## src/include/asr_sram_regs.vh

```
// timing constants for the asynchronous sram host controller
`ifndef ASR_SRAM_REGS_VH
`define ASR_SRAM_REGS_VH
`define ASR_CLK_PERIOD_PS 5000
`define ASR_READ_CYCLE_MIN_NS 70
`define ASR_ADDRESS_ACCESS_MAX_NS 70
`define ASR_OUTPUT_ENABLE_ACCESS_MAX_NS 35
`define ASR_OUTPUT_HOLD_AFTER_ADDR_NS 10
`define ASR_ADDR_SETUP_TO_WRITE_END_NS 60
`define ASR_ADDR_SETUP_TO_WRITE_START_NS 0
`define ASR_ADDR_HOLD_AFTER_WRITE_NS 0
`define ASR_DATA_SETUP_TO_WRITE_END_NS 30
`define ASR_DATA_HOLD_AFTER_WRITE_NS 0
`define ASR_WE_PULSE_MIN_NS 55
`define ASR_WE_HIGHZ_MAX_NS 25
`define ASR_POWERDOWN_DELAY_NS 70
// least times round up to whole cycles, never below one
`define ASR_CYC_MIN(ns) ((((ns) * 1000 + `ASR_CLK_PERIOD_PS - 1) / `ASR_CLK_PERIOD_PS) < 1 ? 1 : \
    (((ns) * 1000 + `ASR_CLK_PERIOD_PS - 1) / `ASR_CLK_PERIOD_PS))
`define ASR_READ_CYCLES `ASR_CYC_MIN(`ASR_READ_CYCLE_MIN_NS)
`define ASR_ACCESS_CYCLES `ASR_CYC_MIN(`ASR_ADDRESS_ACCESS_MAX_NS)
`define ASR_WRITE_CYCLES `ASR_CYC_MIN(`ASR_ADDR_SETUP_TO_WRITE_END_NS)
`define ASR_HIGHZ_CYCLES `ASR_CYC_MIN(`ASR_WE_HIGHZ_MAX_NS)
`define ASR_PD_CYCLES `ASR_CYC_MIN(`ASR_POWERDOWN_DELAY_NS)
`endif

```

## src/rtl/asr_sync.v

```verilog
// two flip-flop synchroniser for a bus of pin inputs
`timescale 1ns/1ps
`default_nettype none
module asr_sync #(
    parameter WIDTH = 8
) (
    input wire i_clk_sys,
    input wire i_resetn,
    input wire [WIDTH-1:0] i_async,
    output wire [WIDTH-1:0] o_sync
);
    reg [WIDTH-1:0] meta_reg;
    reg [WIDTH-1:0] sync_reg;

    // first stage feeds only the second
    always @(posedge i_clk_sys or negedge i_resetn)
    begin
        if (!i_resetn)
        begin
            meta_reg <= {WIDTH{1'b0}};
            sync_reg <= {WIDTH{1'b0}};
        end
        else
        begin
            meta_reg <= i_async;
            sync_reg <= meta_reg;
        end
    end

    assign o_sync = sync_reg;
endmodule // asr_sync
`default_nettype wire

```

## src/rtl/asr_host.v

```verilog
// host controller driving an asynchronous 512k x 8 static ram over its pins
//
// Contract
// - write lasts for overlap of select low and strobe low; either rise ends it.
// - host gives data 30 ns set-up and 0 ns hold to write end.
// - host holds address through write; valid 60 ns before write end.
// - reads at least 70 ns apart; data valid 70 ns after address.
// - host must not drive data pins while memory still drives them.
// - address valid before or with select falling on a read.
`timescale 1ns/1ps
`default_nettype none
`include "asr_sram_regs.vh"
module asr_host #(
    parameter ADDR_W = 19,
    parameter DATA_W = 8
) (
    input wire i_clk_sys,
    input wire i_resetn,
    input wire i_req_valid,
    input wire i_req_write,
    input wire [ADDR_W-1:0] i_req_addr,
    input wire [DATA_W-1:0] i_req_wdata,
    output wire o_req_ready,
    output reg [DATA_W-1:0] o_rsp_rdata,
    output reg o_rsp_valid,
    output reg [ADDR_W-1:0] o_address_inputs,
    output reg o_chip_sel_n,
    output reg o_out_en_n,
    output reg o_write_n,
    input wire [DATA_W-1:0] i_data_pins,
    output reg [DATA_W-1:0] o_data_pins,
    output reg o_data_pins_oe
);
    localparam CW = 6;
    // header cycle counts are integers; the counter keeps their low bits
    localparam integer ACC_CYC_I = `ASR_ACCESS_CYCLES;
    localparam integer WR_CYC_I = `ASR_WRITE_CYCLES;
    localparam integer HZ_CYC_I = `ASR_HIGHZ_CYCLES;
    localparam [CW-1:0] ACC_CYC = ACC_CYC_I[CW-1:0];
    localparam [CW-1:0] WR_CYC = WR_CYC_I[CW-1:0];
    localparam [CW-1:0] HZ_CYC = HZ_CYC_I[CW-1:0];
    // two extra cycles cover the input synchroniser latency
    localparam [CW-1:0] SAMPLE_CYC = ACC_CYC + 6'd2;

    // controller states
    localparam [2:0] ST_IDLE = 3'd0;
    localparam [2:0] ST_READ = 3'd1;
    localparam [2:0] ST_WR_FLOAT = 3'd2;
    localparam [2:0] ST_WRITE = 3'd3;
    localparam [2:0] ST_RECOVER = 3'd4;

    reg [2:0] state_reg;
    reg [2:0] state_next;
    reg [CW-1:0] cnt_reg;
    reg [CW-1:0] cnt_next;
    wire [DATA_W-1:0] rdata_sync;

    // data pins pass two flip-flops before the read capture
    asr_sync #(
        .WIDTH(DATA_W)
    ) u_sync (
        .i_clk_sys(i_clk_sys),
        .i_resetn(i_resetn),
        .i_async(i_data_pins),
        .o_sync(rdata_sync)
    );

    // requests are taken only in idle
    assign o_req_ready = (state_reg == ST_IDLE);

    // next state and cycle counter
    always @*
    begin
        state_next = state_reg;
        cnt_next = cnt_reg;
        case (state_reg)
            ST_IDLE:
            begin
                cnt_next = 6'd0;
                if (i_req_valid)
                    state_next = i_req_write ? ST_WR_FLOAT : ST_READ;
            end
            ST_READ:
            begin
                cnt_next = cnt_reg + 6'd1;
                if (cnt_reg == SAMPLE_CYC)
                begin
                    state_next = ST_RECOVER;
                    cnt_next = 6'd0;
                end
            end
            ST_WR_FLOAT:
            begin
                cnt_next = cnt_reg + 6'd1;
                if (cnt_reg + 6'd1 >= HZ_CYC)
                begin
                    state_next = ST_WRITE;
                    cnt_next = 6'd0;
                end
            end
            ST_WRITE:
            begin
                cnt_next = cnt_reg + 6'd1;
                if (cnt_reg + 6'd1 >= WR_CYC)
                begin
                    state_next = ST_RECOVER;
                    cnt_next = 6'd0;
                end
            end
            ST_RECOVER:
            begin
                cnt_next = cnt_reg + 6'd1;
                if (cnt_reg + 6'd1 >= 6'd2)
                    state_next = ST_IDLE;
            end
            default:
            begin
                state_next = ST_IDLE;
                cnt_next = 6'd0;
            end
        endcase
    end

    // state, pins and response registers
    always @(posedge i_clk_sys or negedge i_resetn)
    begin
        if (!i_resetn)
        begin
            // memory deselected and pins released in reset
            state_reg <= ST_IDLE;
            cnt_reg <= 6'd0;
            o_address_inputs <= {ADDR_W{1'b0}};
            o_chip_sel_n <= 1'b1;
            o_out_en_n <= 1'b1;
            o_write_n <= 1'b1;
            o_data_pins <= {DATA_W{1'b0}};
            o_data_pins_oe <= 1'b0;
            o_rsp_rdata <= {DATA_W{1'b0}};
            o_rsp_valid <= 1'b0;
        end
        else
        begin
            state_reg <= state_next;
            cnt_reg <= cnt_next;
            o_rsp_valid <= 1'b0;
            case (state_reg)
                ST_IDLE:
                begin
                    if (i_req_valid)
                    begin
                        // address goes out with select, never after it
                        o_address_inputs <= i_req_addr;
                        o_chip_sel_n <= 1'b0;
                        o_out_en_n <= i_req_write;
                        o_write_n <= 1'b1;
                        o_data_pins <= i_req_wdata;
                        o_data_pins_oe <= 1'b0;
                    end
                    else
                    begin
                        // park the pins so the memory stays in power-down
                        o_chip_sel_n <= 1'b1;
                        o_out_en_n <= 1'b1;
                        o_write_n <= 1'b1;
                        o_data_pins_oe <= 1'b0;
                    end
                end
                ST_READ:
                begin
                    if (cnt_reg == SAMPLE_CYC)
                    begin
                        o_rsp_rdata <= rdata_sync;
                        o_rsp_valid <= 1'b1;
                        o_chip_sel_n <= 1'b1;
                        o_out_en_n <= 1'b1;
                    end
                end
                ST_WR_FLOAT:
                begin
                    // memory outputs already disabled; start write and drive data
                    if (cnt_reg + 6'd1 >= HZ_CYC)
                    begin
                        o_write_n <= 1'b0;
                        o_data_pins_oe <= 1'b1;
                    end
                end
                ST_WRITE:
                begin
                    // strobe and select rise together, address and data held
                    if (cnt_reg + 6'd1 >= WR_CYC)
                    begin
                        o_write_n <= 1'b1;
                        o_chip_sel_n <= 1'b1;
                    end
                end
                ST_RECOVER:
                begin
                    // data released one cycle after write end, zero hold met
                    o_data_pins_oe <= 1'b0;
                end
                default:
                begin
                    o_chip_sel_n <= 1'b1;
                    o_write_n <= 1'b1;
                    o_out_en_n <= 1'b1;
                    o_data_pins_oe <= 1'b0;
                end
            endcase
        end
    end
endmodule // asr_host
`default_nettype wire

```

## config.mk

```make
export PLATFORM = sky130hd
export DESIGN_NAME = asr_host
export DESIGN_NICKNAME = d
export VERILOG_FILES = /design/src/rtl/asr_sync.v /design/src/rtl/asr_host.v
export VERILOG_INCLUDE_DIRS = /design/src /design/src/include
export SDC_FILE = /design/constraint.sdc
export NUM_CORES = 1
export LEC_CHECK = 0
export ABC_AREA = 1
export BUFFER_PORTS_ARGS = -buffer_cell sky130_fd_sc_hd__buf_2
export CORE_AREA = 2 2 78 80
export CTS_CLUSTER_DIAMETER = 50
export CTS_CLUSTER_SIZE = 16
export DETAILED_ROUTE_END_ITERATION = 8
export DIE_AREA = 0 0 80 82
export PLACE_DENSITY = 0.79
export REMOVE_ABC_BUFFERS = 1
export SLEW_MARGIN = 15
export SYNTH_ARGS = -nofsm -noshare
export SYNTH_HDL_FRONTEND = slang
export SYNTH_SLANG_ARGS = --single-unit
```

## constraint.sdc

```tcl
create_clock -name i_clk_sys -period 1.9 [get_ports i_clk_sys]
set_input_delay 0.095 -clock i_clk_sys [delete_from_list [all_inputs] [get_ports i_clk_sys]]
set_output_delay 0.095 -clock i_clk_sys [all_outputs]
set_load 0.01 [all_outputs]
```

==> impl_metrics.tcl <==
set metrics [dict create \
    pre_cts_slack_ns 0.237 \
    cap_violations 0 \
    cts_resized 0 \
    use_met1_pct 26.7 \
    cts_inserted_buffers 9 \
    postSynth.asyncResetShare_pct 100 \
    final_cell_mix "nand2_1, buf_2, dfrtp_1, dlygate4sd3_1, inv_1" \
    synth_cells 294 \
    setup_viol 0 \
    synth_seq_cells 65 \
    worstPathRequired_ns 2.12 \
    power.density_nw_per_um2 1350 \
    worstMarginPinSlew_ns 0.449 \
    grt_antenna_before_repair 0 \
    drv_slew 0 \
    fin_tns_setup_ns 0 \
    use_met3_pct 6.70 \
    cts_post_setup_buffers_inserted 0 \
    cts_tree "done" \
    r2r_cells 7 \
    first_iter_violations 109 \
    vias_per_cell 4.76 \
    gp_congestion 0.837 \
    crit_path_end_kind "flop" \
    path_max_fanout 5 \
    die_x_um 80 \
    peakVddDrop_v 0.000904 \
    io_pins 80 \
    min_path_type "primary input to asynchronous set/reset pin" \
    cts-htree-levels 3 \
    synth-edff-count 0 \
    post-route-period-util_pct 89.1 \
    top_usage_layer "met2" \
    firstDrtPassIters 4 \
    track_usage_pct 22.0 \
    start_util_pct 47.8 \
    largest_register "o_address_inputs" \
    grt_start_max_net_pins 57 \
    row_count 28 \
    synth_top_area_share_pct 56.5 \
    clock_path_buffers 2 \
    yosys.area.top_type "dfrtp_1" \
    rsz0062_at_grt "false" \
    p_leak_nw 2.07 \
    dp_hpwl_mm 3.95 \
    reg2reg_to "cnt_reg[3]" \
    r2r_setup_slack_ns 0.21 \
    largest_register_ffs 19 \
    ctsHoldBuffers 37 \
    yosys_warnings 0 \
    die_h_um 82 \
    clockRootBuffer "clkbuf_8" \
    fin_nets 459 \
    min_period_ns 1.69 \
    clock.fmax_ghz 0.591 \
    max_slew_margin_pct 70.0 \
    grt_pass1_wl_mm 10.8 \
    layout_commonest_cell "nand2_1" \
    path_class "flop to flop" \
    reg2reg_from "cnt_reg[0]" \
    dr_total_vias 2360 \
    status "complete, no violations" \
    grt_overflow_total 0 \
    drive_gt1_share_pct 30.4 \
    skew_ns 0.00646 \
    syn_to_final_growth_pct 37.2 \
    clock_sinks 65 \
    drc 0 \
    synth_flop_cell "dfrtp_1" \
    core_um2 5750 \
    synth_area_leaders "dfrtp_1, nand2_1, dfstp_2" \
    worst_slack_ns 0.208 \
    syn_area_um2 2740 \
    placement.io_buffers 79 \
    wl_per_cell_um 12.9 \
    dieArea_um2 6560 \
    clock_latency_ns 0.34 \
    yosysUniqueCellTypes 29 \
    fill_cells 448 \
    cp-start-kind "flop" \
    grt_pass1_vias 2396 \
    synth_seq_area_share_pct 59.4 \
    postRouteAntennaNets 0 \
    syn_area_per_cell_um2 9.33 \
    use_met2_pct 35.4 \
    arrival_ns 1.91 \
    clkTransAtPathRegs_ns 0.08 \
    hold_violations 0 \
    diodes 0 \
    finalWirelength_mm 6.40 \
]
==> stage by stage <==
step	hold slack [ns]	util, %	cell area [um^2]	power (mW)	instances
after floorplan	-0.201	-	2680	3.16	287
after global placement	-0.0242	55.6	3190	3.74	443
after detailed placement	-0.0171	55.6	3190	3.82	443
after CTS	0.151	65.5	3760	5.09	496
after global routing	0.186	65.5	3760	5.48	496
final	0.172	65.5	3760	5.10	496
==> layout make-up <==
class,count,area [um^2],area share (%)
multi-input combinational,195,945,25.1
clock inverter,7,77.6,2.06
sequential,65,1630,43.3
tap,75,93.8,2.49
inverter,27,101,2.69
clock buffer,9,124,3.29
timing repair buffer,118,793,21.1
==> how the worst max path moves through the flow <==
stage	from	endpoint	depth (start not counted)	slack [ns]
after floorplan	state_reg[2]	o_address_inputs[0]	7	0.13
after global placement	cnt_reg[0]	state_reg[1]	9	0.29
after detailed placement	cnt_reg[0]	cnt_reg[3]	7	0.24
after CTS	cnt_reg[0]	cnt_reg[3]	7	0.20
after global routing	cnt_reg[0]	o_data_pins_oe	11	0.02
final	cnt_reg[0]	cnt_reg[3]	7	0.21
==> synthesized netlist by cell type (2+ instances only) <==
library cell,instances
nand2_2,3
buf_4,3
nand4_1,3
nor2_1,16
buf_6,4
ha_1,4
nor2_4,3
nor3_2,2
dfrtp_1,62
a21oi_1,2
dfstp_2,3
nor2_2,5
nand2_1,135
nand3_1,9
inv_2,6
inv_1,21
==> worst max-delay path: stages, from the launching register on <==
cell	delay, ns
dfrtp_1	0.46
inv_1	0.16
ha_1	0.23
nand4_4	0.17
nand2_4	0.13
inv_1	0.07
nor3_2	0.29
nor2_1	0.07
==> logic make-up (layout without fill, tap and decap cells) <==
| family | count (synthesis) | count (layout) | synth area share [%] |
|---|---|---|---|
| simple gates | 183 | 183 | 30.4 |
| buf+inv | 34 | 161 | 6.16 |
| flops | 65 | 65 | 59.4 |
| fa+ha+maj | 4 | 4 | 1.82 |
| compound gates | 8 | 8 | 2.19 |
==> power breakdown <==
group	internal (mW)	switching [mW]	total (mW)	leakage, nW
logic	0.716	1.14	1.86	1.15
registers	1.78	0.279	2.06	0.814
clock network	0.617	0.568	1.18	0.100
==> layer usage <==
layer	wire (um)	part of all wire, %
met1	2500	39
met2	3250	51
met3	449	7.0
met4	200	3.1
met5	0	0
Note: power is estimated with default switching activity, not from simulation.
